==> config.mk <==
export PLATFORM = sky130hd
export DESIGN_NAME = sbt_wide_timer_ctl
export DESIGN_NICKNAME = d
export VERILOG_FILES = /design/src/hdl/sbt_pkg.sv /design/src/hdl/sbt_sync.sv /design/src/hdl/sbt_wide_timer_ctl.sv
export VERILOG_INCLUDE_DIRS = /design/src /design/src/hdl
export SDC_FILE = /design/constraint.sdc
export NUM_CORES = 1
export LEC_CHECK = 0
export BUFFER_PORTS_ARGS = -buffer_cell sky130_fd_sc_hd__buf_4
export CAP_MARGIN = 10
export CORE_MARGIN = 10
export CORE_UTILIZATION = 25
export DETAILED_ROUTE_END_ITERATION = 10
export HOLD_SLACK_MARGIN = 0.03
export PLACE_DENSITY_LB_ADDON = 0.25
export RECOVER_POWER = 100
export SLEW_MARGIN = 15
export SYNTH_ARGS = -nofsm -noshare
export SYNTH_HDL_FRONTEND = slang
export SYNTH_SLANG_ARGS = --single-unit
==> constraint.sdc <==
create_clock -name pclk -period 4.3 [get_ports pclk]
set_input_delay 0.645 -clock pclk [delete_from_list [all_inputs] [get_ports pclk]]
set_output_delay 0.645 -clock pclk [all_outputs]
set_load 0.005 [all_outputs]
==> src/hdl/sbt_params.svh <==
// Register indices, field positions and reset values of the wide timer control.
// Assumes byte address = index * 4 on a 32-bit APB bus.
`ifndef SBT_PARAMS_SVH
`define SBT_PARAMS_SVH

// Register indices (byte address is four times these)
`define SBT_IDX_SHARED 6'h01
`define SBT_IDX_CTRL 6'h02
`define SBT_IDX_ENSYNC 6'h03
`define SBT_IDX_RELOAD 6'h10
`define SBT_IDX_CAPTURE 6'h11
`define SBT_IDX_IRQ_STAT 6'h12
`define SBT_IDX_IRQ_MASK 6'h13

// Shared control register fields
`define SBT_SH_MODE 7
`define SBT_SH_SELECT 6

// Wide timer control register fields
`define SBT_CT_RUN 7
`define SBT_CT_SINGLE 6
`define SBT_CT_TIMEOUT 5
`define SBT_CT_PRE_HI 4
`define SBT_CT_PRE_LO 3
`define SBT_CT_CAP_IE 2
`define SBT_CT_TO_IE 1
`define SBT_CT_ROUTE 0

// Enable and sync register fields
`define SBT_ES_WIDE_RUN 7
`define SBT_ES_NARROW_RUN 6
`define SBT_ES_SYNC 5
`define SBT_ES_RESERVED 5'h1F

// Interrupt status and mask fields
`define SBT_IRQ_TIMEOUT 0
`define SBT_IRQ_CAPTURE 1

// Reset values
`define SBT_RST_BYTE 8'h00
`define SBT_RST_PRESCALE 2'h0
`define SBT_RST_RELOAD 16'hFFFF
`define SBT_RST_IRQ 2'h0

`endif

==> src/hdl/sbt_pkg.sv <==
// Types shared by the wide timer control logic.
// Assumes nothing of its surroundings.
package sbt_pkg;

   // Operating mode of both counter/timers
   typedef enum logic {
      sbt_transmit,
      sbt_demod
   } sbt_mode_t;

   // Edge acceptance state in demodulation mode
   typedef enum logic [1:0] {
      sbt_cap_armed,
      sbt_cap_done
   } sbt_cap_t;

endpackage

==> src/hdl/sbt_sync.sv <==
// Two-flop synchroniser for a group of pin inputs.
// Assumes inputs are asynchronous to pclk.
`timescale 1ns/1ps
`default_nettype none

module sbt_sync #(
   parameter int WIDTH = 2
) (
   input wire logic pclk,
   input wire logic presetn,
   input wire logic [WIDTH-1:0] async_in,
   output logic [WIDTH-1:0] sync_out
);

   // Elaboration check of the width
   if (WIDTH < 1) begin : g_bad_width
      $error("sbt_sync: WIDTH must be at least 1");
   end

   // One flop pair per bit; first stage feeds only the second
   genvar i;
   generate
      for (i = 0; i < WIDTH; i = i + 1) begin : g_bit
         logic stage1;
         logic stage2;
         always_ff @(posedge pclk or negedge presetn) begin
            if (!presetn) begin
               stage1 <= 1'b0;
               stage2 <= 1'b0;
            end else begin
               stage1 <= async_in[i];
               stage2 <= stage1;
            end
         end
         assign sync_out[i] = stage2;
      end
   endgenerate

endmodule

`default_nettype wire

==> src/hdl/sbt_wide_timer_ctl.sv <==
// Control logic of the sixteen-bit counter/timer with APB register access.
// Assumes an APB master on pclk, pins synchronised here, narrow timer outside.
//
// Contract
// - Shared mode bit selects transmit or demodulation
// - Transmit: select bit routes combined output pin
// - Demodulation: select bit picks input pin
// - Port3 bit1 input capture also raises request two
// - Bit 7 starts, stops, reads wide run
// - Transmit bit 6: reload or stop at terminal
// - Demodulation bit 6: every edge or first only
// - Timeout flag set at terminal, write-one clears
// - Bits 4:3 divide clock by 1,2,4,8
// - Bit 2 enables capture interrupt
// - Bit 1 enables timeout interrupt
// - Bit 0 routes wide output to pin
// - Prescale, capture mask survive stop recovery
// - Shared enable register mirrors both runs, sync
//
// The APB register port was decided locally.
`timescale 1ns/1ps
`default_nettype none
`include "sbt_params.svh"

module sbt_wide_timer_ctl #(
   parameter int ADDR_W = 8,
   parameter int CNT_W = 16
) (
   input wire logic pclk,
   input wire logic presetn,
   input wire logic stop_recovery,
   input wire logic psel,
   input wire logic penable,
   input wire logic pwrite,
   input wire logic [ADDR_W-1:0] paddr,
   input wire logic [31:0] pwdata,
   output logic [31:0] prdata,
   output logic pready,
   output logic pslverr,
   input wire logic port2_bit0,
   input wire logic port3_bit1,
   input wire logic port3_bit5_data,
   input wire logic port3_bit6_data,
   input wire logic combined_timer_out,
   output logic port3_bit5,
   output logic port3_bit6,
   output logic wide_out,
   output logic narrow_counter_run,
   output logic external_request_two,
   output logic irq
);

   // Elaboration check of the parameters
   if (ADDR_W < 8 || CNT_W != 16) begin : g_bad_param
      $error("sbt_wide_timer_ctl: ADDR_W >= 8 and CNT_W == 16 required");
   end

   // Control state
   sbt_pkg::sbt_mode_t mode;
   logic select_bit;
   logic wide_counter_run;
   logic single_pass;
   logic timeout_flag;
   logic [1:0] prescale_select;
   logic capture_ie;
   logic timeout_ie;
   logic wide_output_route;
   logic sync_mode;
   logic [CNT_W-1:0] reload_value;
   logic [CNT_W-1:0] count;
   logic [7:0] wide_capture_low;
   logic [7:0] wide_capture_high;
   logic [1:0] irq_status;
   logic [1:0] irq_mask;
   logic [1:0] read_clear_bits;
   logic [2:0] divider;
   sbt_pkg::sbt_cap_t cap_state;
   logic input_prev;

   // Synchronised pins
   logic [1:0] pins_sync;
   logic port2_bit0_s;
   logic port3_bit1_s;

   sbt_sync #(
      .WIDTH(2)
   ) u_sync (
      .pclk(pclk),
      .presetn(presetn),
      .async_in({port3_bit1, port2_bit0}),
      .sync_out(pins_sync)
   );

   assign port2_bit0_s = pins_sync[0];
   assign port3_bit1_s = pins_sync[1];

   // APB decode
   wire [5:0] reg_index = paddr[7:2];
   wire setup_phase = psel && !penable;
   wire access_phase = psel && penable;
   wire wr_en = access_phase && pwrite;
   wire hit_shared = (reg_index == `SBT_IDX_SHARED);
   wire hit_ctrl = (reg_index == `SBT_IDX_CTRL);
   wire hit_ensync = (reg_index == `SBT_IDX_ENSYNC);
   wire hit_reload = (reg_index == `SBT_IDX_RELOAD);
   wire hit_capture = (reg_index == `SBT_IDX_CAPTURE);
   wire hit_stat = (reg_index == `SBT_IDX_IRQ_STAT);
   wire hit_mask = (reg_index == `SBT_IDX_IRQ_MASK);
   wire hit_any = hit_shared || hit_ctrl || hit_ensync || hit_reload || hit_capture
                  || hit_stat || hit_mask;
   wire aligned = (paddr[1:0] == 2'h0);
   wire valid_addr = hit_any && aligned;
   wire wr_shared = wr_en && valid_addr && hit_shared;
   wire wr_ctrl = wr_en && valid_addr && hit_ctrl;
   wire wr_ensync = wr_en && valid_addr && hit_ensync;
   wire wr_reload = wr_en && valid_addr && hit_reload;
   wire wr_mask = wr_en && valid_addr && hit_mask;
   wire rd_stat_done = access_phase && !pwrite && valid_addr && hit_stat;

   // Always ready; unmapped or misaligned access is an error
   assign pready = 1'b1;
   assign pslverr = access_phase && !valid_addr;

   // Mode and prescale decode
   wire demod = (mode == sbt_pkg::sbt_demod);
   wire [2:0] pre_mask = (prescale_select == 2'h0) ? 3'h0 :
                         (prescale_select == 2'h1) ? 3'h1 :
                         (prescale_select == 2'h2) ? 3'h3 : 3'h7;
   wire tick = ((divider & pre_mask) == pre_mask);

   // Demodulation input selection and edge detect
   wire demod_in = select_bit ? port2_bit0_s : port3_bit1_s;
   wire edge_seen = demod && wide_counter_run && (demod_in != input_prev);
   wire edge_accept = edge_seen && (!single_pass || cap_state == sbt_pkg::sbt_cap_armed);
   wire terminal = wide_counter_run && tick && (count == '0);

   // Run bit writes from either register; sync start hits both same edge
   wire run_write = wr_ctrl || wr_ensync;
   wire run_wdata = wr_ctrl ? pwdata[`SBT_CT_RUN] : pwdata[`SBT_ES_WIDE_RUN];
   wire start_wide = run_write && run_wdata && !wide_counter_run;
   wire stop_single = terminal && !demod && single_pass;

   // Event pulses into the interrupt logic
   wire timeout_event = terminal;
   wire capture_event = edge_accept;
   wire [1:0] event_vec = {capture_event, timeout_event};

   // Shared mode register
   always_ff @(posedge pclk or negedge presetn) begin
      if (!presetn) begin
         mode <= sbt_pkg::sbt_transmit;
         select_bit <= 1'b0;
      end else if (stop_recovery) begin
         mode <= sbt_pkg::sbt_transmit;
         select_bit <= 1'b0;
      end else if (wr_shared) begin
         mode <= pwdata[`SBT_SH_MODE] ? sbt_pkg::sbt_demod : sbt_pkg::sbt_transmit;
         select_bit <= pwdata[`SBT_SH_SELECT];
      end
   end

   // Control bits cleared by both resets
   always_ff @(posedge pclk or negedge presetn) begin
      if (!presetn) begin
         single_pass <= 1'b0;
         timeout_ie <= 1'b0;
         wide_output_route <= 1'b0;
      end else if (stop_recovery) begin
         single_pass <= 1'b0;
         timeout_ie <= 1'b0;
         wide_output_route <= 1'b0;
      end else if (wr_ctrl) begin
         single_pass <= pwdata[`SBT_CT_SINGLE];
         timeout_ie <= pwdata[`SBT_CT_TO_IE];
         wide_output_route <= pwdata[`SBT_CT_ROUTE];
      end
   end

   // Bits kept across stop recovery
   always_ff @(posedge pclk or negedge presetn) begin
      if (!presetn) begin
         prescale_select <= `SBT_RST_PRESCALE;
         capture_ie <= 1'b0;
         sync_mode <= 1'b0;
      end else begin
         if (wr_ctrl) begin
            prescale_select <= pwdata[`SBT_CT_PRE_HI:`SBT_CT_PRE_LO];
            capture_ie <= pwdata[`SBT_CT_CAP_IE];
         end
         if (wr_ensync) begin
            sync_mode <= pwdata[`SBT_ES_SYNC];
         end
      end
   end

   // Wide run bit: write 1 starts, 0 stops, single pass ends it in transmit
   always_ff @(posedge pclk or negedge presetn) begin
      if (!presetn) begin
         wide_counter_run <= 1'b0;
      end else if (stop_recovery) begin
         wide_counter_run <= 1'b0;
      end else if (run_write) begin
         wide_counter_run <= run_wdata;
      end else if (stop_single) begin
         wide_counter_run <= 1'b0;
      end
   end

   // Narrow run bit; sync start shares the wide start edge
   always_ff @(posedge pclk or negedge presetn) begin
      if (!presetn) begin
         narrow_counter_run <= 1'b0;
      end else if (stop_recovery) begin
         narrow_counter_run <= 1'b0;
      end else if (wr_ensync) begin
         narrow_counter_run <= pwdata[`SBT_ES_NARROW_RUN];
      end
   end

   // Timeout flag: set wins over write-one clear
   always_ff @(posedge pclk or negedge presetn) begin
      if (!presetn) begin
         timeout_flag <= 1'b0;
      end else if (timeout_event) begin
         timeout_flag <= 1'b1;
      end else if (stop_recovery) begin
         timeout_flag <= 1'b0;
      end else if (wr_ctrl && pwdata[`SBT_CT_TIMEOUT]) begin
         timeout_flag <= 1'b0;
      end
   end

   // Reload value register
   always_ff @(posedge pclk or negedge presetn) begin
      if (!presetn) begin
         reload_value <= `SBT_RST_RELOAD;
      end else if (wr_reload) begin
         reload_value <= pwdata[CNT_W-1:0];
      end
   end

   // Prescaler restarts with the counter so sync starts align
   always_ff @(posedge pclk or negedge presetn) begin
      if (!presetn) begin
         divider <= 3'h0;
      end else if (start_wide || !wide_counter_run) begin
         divider <= 3'h0;
      end else begin
         divider <= divider + 3'h1;
      end
   end

   // Down counter: load on start, reload or stop at terminal, reload on edge
   always_ff @(posedge pclk or negedge presetn) begin
      if (!presetn) begin
         count <= `SBT_RST_RELOAD;
      end else if (start_wide) begin
         count <= reload_value;
      end else if (edge_accept) begin
         count <= reload_value;
      end else if (terminal) begin
         count <= reload_value;
      end else if (wide_counter_run && tick) begin
         count <= count - 16'h0001;
      end
   end

   // Output level toggles at each terminal count in transmit mode
   always_ff @(posedge pclk or negedge presetn) begin
      if (!presetn) begin
         wide_out <= 1'b0;
      end else if (stop_recovery) begin
         wide_out <= 1'b0;
      end else if (terminal && !demod) begin
         wide_out <= !wide_out;
      end
   end

   // Edge tracking and first-edge acceptance
   always_ff @(posedge pclk or negedge presetn) begin
      if (!presetn) begin
         input_prev <= 1'b0;
         cap_state <= sbt_pkg::sbt_cap_armed;
      end else begin
         input_prev <= demod_in;
         case (cap_state)
            sbt_pkg::sbt_cap_armed: begin
               if (edge_accept && single_pass) begin
                  cap_state <= sbt_pkg::sbt_cap_done;
               end
            end
            sbt_pkg::sbt_cap_done: begin
               if (start_wide || !single_pass) begin
                  cap_state <= sbt_pkg::sbt_cap_armed;
               end
            end
            default: begin
               cap_state <= sbt_pkg::sbt_cap_armed;
            end
         endcase
      end
   end

   // Capture of elapsed count on an accepted edge
   wire [CNT_W-1:0] elapsed = reload_value - count;

   always_ff @(posedge pclk or negedge presetn) begin
      if (!presetn) begin
         wide_capture_low <= 8'h00;
         wide_capture_high <= 8'h00;
      end else if (capture_event) begin
         wide_capture_low <= elapsed[7:0];
         wide_capture_high <= elapsed[15:8];
      end
   end

   // Request two on capture when the input is port3 bit1
   always_ff @(posedge pclk or negedge presetn) begin
      if (!presetn) begin
         external_request_two <= 1'b0;
      end else begin
         external_request_two <= capture_event && !select_bit;
      end
   end

   // Sticky interrupt status; events win over the read clear
   wire [1:0] ie_gate = {capture_ie, timeout_ie};
   wire [1:0] next_irq_status = (irq_status & ~(rd_stat_done ? read_clear_bits : 2'h0))
                                | (event_vec & ie_gate);

   always_ff @(posedge pclk or negedge presetn) begin
      if (!presetn) begin
         irq_status <= `SBT_RST_IRQ;
         irq_mask <= `SBT_RST_IRQ;
      end else begin
         irq_status <= next_irq_status;
         if (wr_mask) begin
            irq_mask <= pwdata[1:0];
         end
      end
   end

   assign irq = |(irq_status & irq_mask);

   // Read mux for the setup cycle
   wire [7:0] rd_shared = {demod, select_bit, 6'h00};
   wire [7:0] rd_ctrl = {wide_counter_run, single_pass, timeout_flag, prescale_select,
                         capture_ie, timeout_ie, wide_output_route};
   wire [7:0] rd_ensync = {wide_counter_run, narrow_counter_run, sync_mode,
                           `SBT_ES_RESERVED};
   wire [31:0] rd_data = !valid_addr ? 32'h0000_0000 :
                         hit_shared ? {24'h000000, rd_shared} :
                         hit_ctrl ? {24'h000000, rd_ctrl} :
                         hit_ensync ? {24'h000000, rd_ensync} :
                         hit_reload ? {16'h0000, reload_value} :
                         hit_capture ? {16'h0000, wide_capture_high, wide_capture_low} :
                         hit_stat ? {30'h00000000, irq_status} :
                         {30'h00000000, irq_mask};

   // Read data latched at setup; only those status bits are cleared
   always_ff @(posedge pclk or negedge presetn) begin
      if (!presetn) begin
         prdata <= 32'h0000_0000;
         read_clear_bits <= 2'h0;
      end else if (setup_phase && !pwrite) begin
         prdata <= rd_data;
         read_clear_bits <= irq_status;
      end
   end

   // Pin routing
   assign port3_bit5 = wide_output_route ? wide_out : port3_bit5_data;
   assign port3_bit6 = (!demod && select_bit) ? combined_timer_out : port3_bit6_data;

endmodule

`default_nettype wire

### Yosys cells after proc, flatten, opt, wreduce, memory -nomap -nowiden

Cells that the tools add are included.

| word-level totals | value |
|---|---|
| flip-flop bits (word level) | 110 |
| output and inout port bits | 40 |
| word-level logic and storage cells | 153 |

| operators by class | value |
|---|---|
| add/sub/neg operators | 3 |
| equal/unequal tests | 14 |
| multiplexer cells | 43 |
| bitwise gates (word level) | 6 |
| reduce and logical (&&, ||, !) cells | 59 |

Operator list:

| kind | count |
|---|---|
| $mux 16 | 10 |
| $logic_and 1x1->1 | 28 |
| $eq 6x5->1 const B | 4 |
| $mux 1 | 24 |
| $logic_not 16->1 | 1 |
| $sub 16x1->16 const B | 1 |
| $sub 16x16->16 | 1 |
| $eq 6x2->1 const B | 2 |
| $mux 3 | 4 |
| $logic_or 1x1->1 | 10 |
| $logic_not 1->1 | 8 |
| $mux 2 | 4 |
| $reduce_bool 2->1 | 4 |
| $and 2x2->2 | 3 |
| $eq 6x1->1 const B | 1 |
| $logic_not 2->1 | 3 |
| $reduce_bool 3->1 | 2 |
| $eq 2x1->1 const B | 2 |
| $pmux 2 s2 | 1 |
| $reduce_bool 4->1 | 1 |
| $add 3x1->3 const B | 1 |
| $and 3x3->3 | 1 |
| $eq 3x3->1 | 1 |
| $eq 2x2->1 const B | 1 |
| other kinds (7) | 7 |

### Depth between registers and ports, before layout

| logic depth | value |
|---|---|
| word-level depth | 16 |
| depth in mapped cells | 11 |

### By module

From an unflattened synthesis, not the netlist that was laid out.

| second synthesis, totals | value |
|---|---|
| cell total of the unflattened synthesis | 541 |
| area, all modules | 5288.8 µm² |

Modules (own cells, without submodules):

| module | times used | cells each | area each (µm²) | seq. area each (µm²) |
|---|---|---|---|---|
| sbt_wide_timer_ctl | 1 | 535 | 5173.7 | 2267.2 |
| sbt_sync | 1 | 6 | 115.1 | 100.1 |

### Worst setup path before layout

No wires, ideal clock.

| path | value |
|---|---|
| kind | flip-flop to flip-flop |
| from | register count[0] |
| to | register count[9] |
| data arrival time | 2.427 ns |
| data required time | 4.218 ns |
| setup slack | 1.791 ns |
| cell stages (with the launch flop) | 12 |
| clock period less this slack | 2.509 ns |
| cells stage by stage | dfstp_2 > inv_1 > ha_1 > nor3b_1 > nand3_1 > or4_1 > buf_2 > and3_4 > buf_6 > buf_8 > mux2i_1 > a22oi_1 |

| between the ends | value |
|---|---|
| longest elaborated chain between the ends | 5 |

RTL lines:

| what | line | RTL |
|---|---|---|
| from (decl) | sbt_wide_timer_ctl.sv:70 | `logic [CNT_W-1:0] count;` |
| from (signal assigned) | sbt_wide_timer_ctl.sv:256 | `` count <= `SBT_RST_RELOAD; `` |
| from (signal assigned) | sbt_wide_timer_ctl.sv:258 | `count <= reload_value;` |
| from (signal assigned) | sbt_wide_timer_ctl.sv:260 | `count <= reload_value;` |
| $sub 16x1->16 / $logic_not 16->1 (equally long branches) | sbt_wide_timer_ctl.sv:264, sbt_wide_timer_ctl.sv:135 |  |
| $mux 16 / $logic_and 1x1->1 (equally long branches) | sbt_wide_timer_ctl.sv:263, sbt_wide_timer_ctl.sv:135 |  |
| $mux 16 | sbt_wide_timer_ctl.sv:261 | `end else if (terminal) begin` |
| $mux 16 | sbt_wide_timer_ctl.sv:259 | `end else if (edge_accept) begin` |
| $mux 16 | sbt_wide_timer_ctl.sv:257 | `end else if (start_wide) begin` |

Parallel ways exist; a longest one is shown, timed or not. The select of a mux whose other input is x is not followed.
A chain may end at the register's enable or synchronous reset.

### Final worst setup path

| path | value |
|---|---|
| from | register count[0] |
| to | register count[3] |

Same word-level chain as after synthesis.

==> out/qor.txt <==
Status -> complete, but fails checks
Failing checks -> capacitance limit, slew limit
CTS clock-pin slew for the worst setup and hold paths -> 0.07 ns
Final WL -> 14500 um
Syn. warnings -> 0
Synthesized area -> 5330 um2
Crit start category -> register
Max Clk Rate -> 298 MHz
Area contributors post-synth -> dfrtp_1, dfstp_2, mux2_2
Post-CTS Hold Buffers -> 0
Period utilization -> 0.779
Wire per inst -> 16.7 um
Die Area -> 27600 um2
Layout cells sized above 1 -> 0.211
Pwr per Cell Area -> 289 nW/um2
Placed cells -> 855
Die height -> 166 um
1st-pass router iterations -> 5
Min Hold Slack -> 0.351 ns
Post-CTS resize count -> 0
Hold_sp -> u_sync.g_bit[0].stage1
Postcts setup bufs -> 0
Post-synth EDFFs -> 0
Sink Count -> 93
Multi-input logic area -> 2680 um2
Worst vdd ir -> 126 uV
# IOs -> 91
Actual slew at the worst max-slew pin -> 2.00 ns
Die width -> 166 um
Worst R2R End -> count[3]
Most common cell in the netlist -> nand2_1
Final setup viols -> 0
CTS Buffer Depth -> 2
Root Driver -> clkbuf_16
Core area -> 21000 um2
R2R setup slack -> 0.95 ns
Final #Nets -> 660
Worst-skew pair later-pin latency -> 0.35 ns
Synthesis-stage register bit count -> 93
Worst R2R Path Depth -> 8
Yosys top cell area share -> 0.286
Ys async rst share -> 1.00
Unrepaired setup endpoints after global routing -> false
Most instantiated cells after synthesis -> nand2_1, dfrtp_1, o21ai_0
Final Hold Viols -> 0
Via count of the first global-routing pass -> 4167
CP cell instances -> inv_1 -> ha_1 -> nor3b_1 -> nand3_1 -> or4_1 -> nand3_1 -> o21ai_0 -> a211o_1
Crit end category -> register
CP top delay family -> simple AND/OR/NAND/NOR gates
Total CTS buffers -> 9
Worst R2R Start -> count[0]
H-tree Lvls -> 3
Non-filler cells, final -> 871
First-pass GRT wire length -> 23100 um
CTS tree -> yes
Worst Path Required -> 4.58 ns
Area Overhead vs Synth -> 16.1%
Placed Area -> 5960 um2
Initial antenna violation count -> 0
CP Buf/Inv Count -> 1
Largest net degree at the start of global routing -> 39
N_diodes -> 0
Minimum clock period -> 3.35 ns
Sequential cell area fraction in the yosys report -> 0.444
CP Max Fanout -> 19
Synth Instances -> 542
Class of the worst hold path -> reg2reg
Initial Utilization -> 0.254
GRT Overall Usage -> 0.103
Leak -> 2.78 nW
Fillers -> 2179
Primary FF master, synth -> dfrtp_1
Place WS -> 1.23 ns
Avg Cell Area, Syn -> 9.84 um2
FP Rows -> 53
Final Util -> 0.294
Detail Route Antenna Nets -> 0
Number of DRC violations after detailed-routing iteration 0 -> 218
Cell mode on critical path -> nand3_1
Worst path arrival time -> 3.63 ns
GP Congestion -> 0.862
Vias per Instance -> 4.86
Final setup margin -> 0.949 ns
Grt total ovfl -> 0
Worst setup path class -> reg2reg
Number of port buffers -> 57
CP max stage delay -> 0.72 ns
Slew headroom -> -0.334
Slowest cell on crit path -> or4_1
Skew final -> 0.0115 ns
Setup TNS -> 0 ns
Register area -> 2370 um2
Yosys cell types -> 69
Slew Viols, Final -> 39
Final instance area -> 6190 um2
Top cell type by total area after synthesis -> dfrtp_1
Hold depth -> 0
Hold EP -> u_sync.g_bit[0].stage2
DP Wirelength -> 11100 um
Total power -> 1.79 mW
Drt drc -> 0
Max-cap viol count -> 1
DR vias -> 4229
routing by layer:
| layer | up-vias | part of all wire | GRT usage |
|---|---|---|---|
| li1 | 2039 | - | - |
| met1 | 2056 | 0.45 | 0.132 |
| met2 | 123 | 0.48 | 0.169 |
| met3 | 11 | 0.054 | 0.0170 |
| met4 | 0 | 0.015 | 0.0416 |
| met5 | - | 0 | 0 |
power by group:
part / switching [mW] / internal [mW] / total (mW)
combinational: 0.0604 / 0.0377 / 0.0982
clock: 0.354 / 0.455 / 0.809
sequential: 0.00260 / 0.881 / 0.883
total: 0.417 / 1.37 / 1.79
worst max-delay path by stage:
stage,cells after the start,from,end,slack (ns)
after floorplan,11,count[0],count[9],1.79
after global placement,7,paddr[7],reload_value[8],1.31
after detailed placement,8,count[1],count[3],1.23
after CTS,8,count[0],count[3],1.21
after global routing,2,presetn,prdata[10],0.61
final,8,count[0],count[3],0.95
flip-flops by register name, indices dropped and copies added, names as in the netlist, 2 cells and up:
name and cells:
irq_status 2, read_clear_bits 2, count 16, prdata 16, prescale_select 2, wide_capture_low 8
u_sync.g_bit.stage2 2, reload_value 16, irq_mask 2, divider 3, u_sync.g_bit.stage1 2, wide_capture_high 8
cell type report:
cell class | instances | share of cell area
clock buffers | 11 | 0.0376
clock inverters | 5 | 0.00970
inverters | 28 | 0.0170
multi-input cells | 398 | 0.433
flip-flops and latches | 93 | 0.383
well taps | 275 | 0.0556
repair buffers | 61 | 0.0649
cells by family (layout without fill, tap and decap cells):
family,after synthesis,in the layout,share of synthesized area
buffers and inverters,66,105,0.0624
other,2,17,0.00141
flip-flops,93,93,0.444
multiplexers,49,49,0.0986
AO/OA/AOI/OAI,126,126,0.159
adder cells (fa/ha/maj),18,18,0.0437
AND/OR/NAND/NOR,176,176,0.171
XOR/XNOR,12,12,0.0197
cells in the final DEF (no fill, tap or decap), drive strengths merged, types with 4 or more instances in the layout:
| cell type | instances |
|---|---|
| xor2 | 6 |
| o21a | 5 |
| nand3 | 14 |
| a22o | 8 |
| dfrtp | 61 |
| o31ai | 6 |
| clkbuf | 41 |
| nor3 | 11 |
| nor2 | 23 |
| nor2b | 6 |
| or4 | 10 |
| nand2b | 5 |
| ha | 17 |
| and3 | 4 |
| xnor2 | 6 |
| or2 | 5 |
| a221oi | 4 |
| or3 | 4 |
| inv | 30 |
| mux2i | 21 |
| conb | 17 |
| nand4 | 9 |
| nor3b | 4 |
| and2 | 5 |
| dfstp | 32 |
| buf | 31 |
| o22ai | 5 |
| o21ai | 41 |
| o211ai | 5 |
| mux2 | 28 |
| a21oi | 16 |
| nor4 | 4 |
| a22oi | 8 |
| nand2 | 64 |
Note: power is estimated with default switching activity, not from simulation.
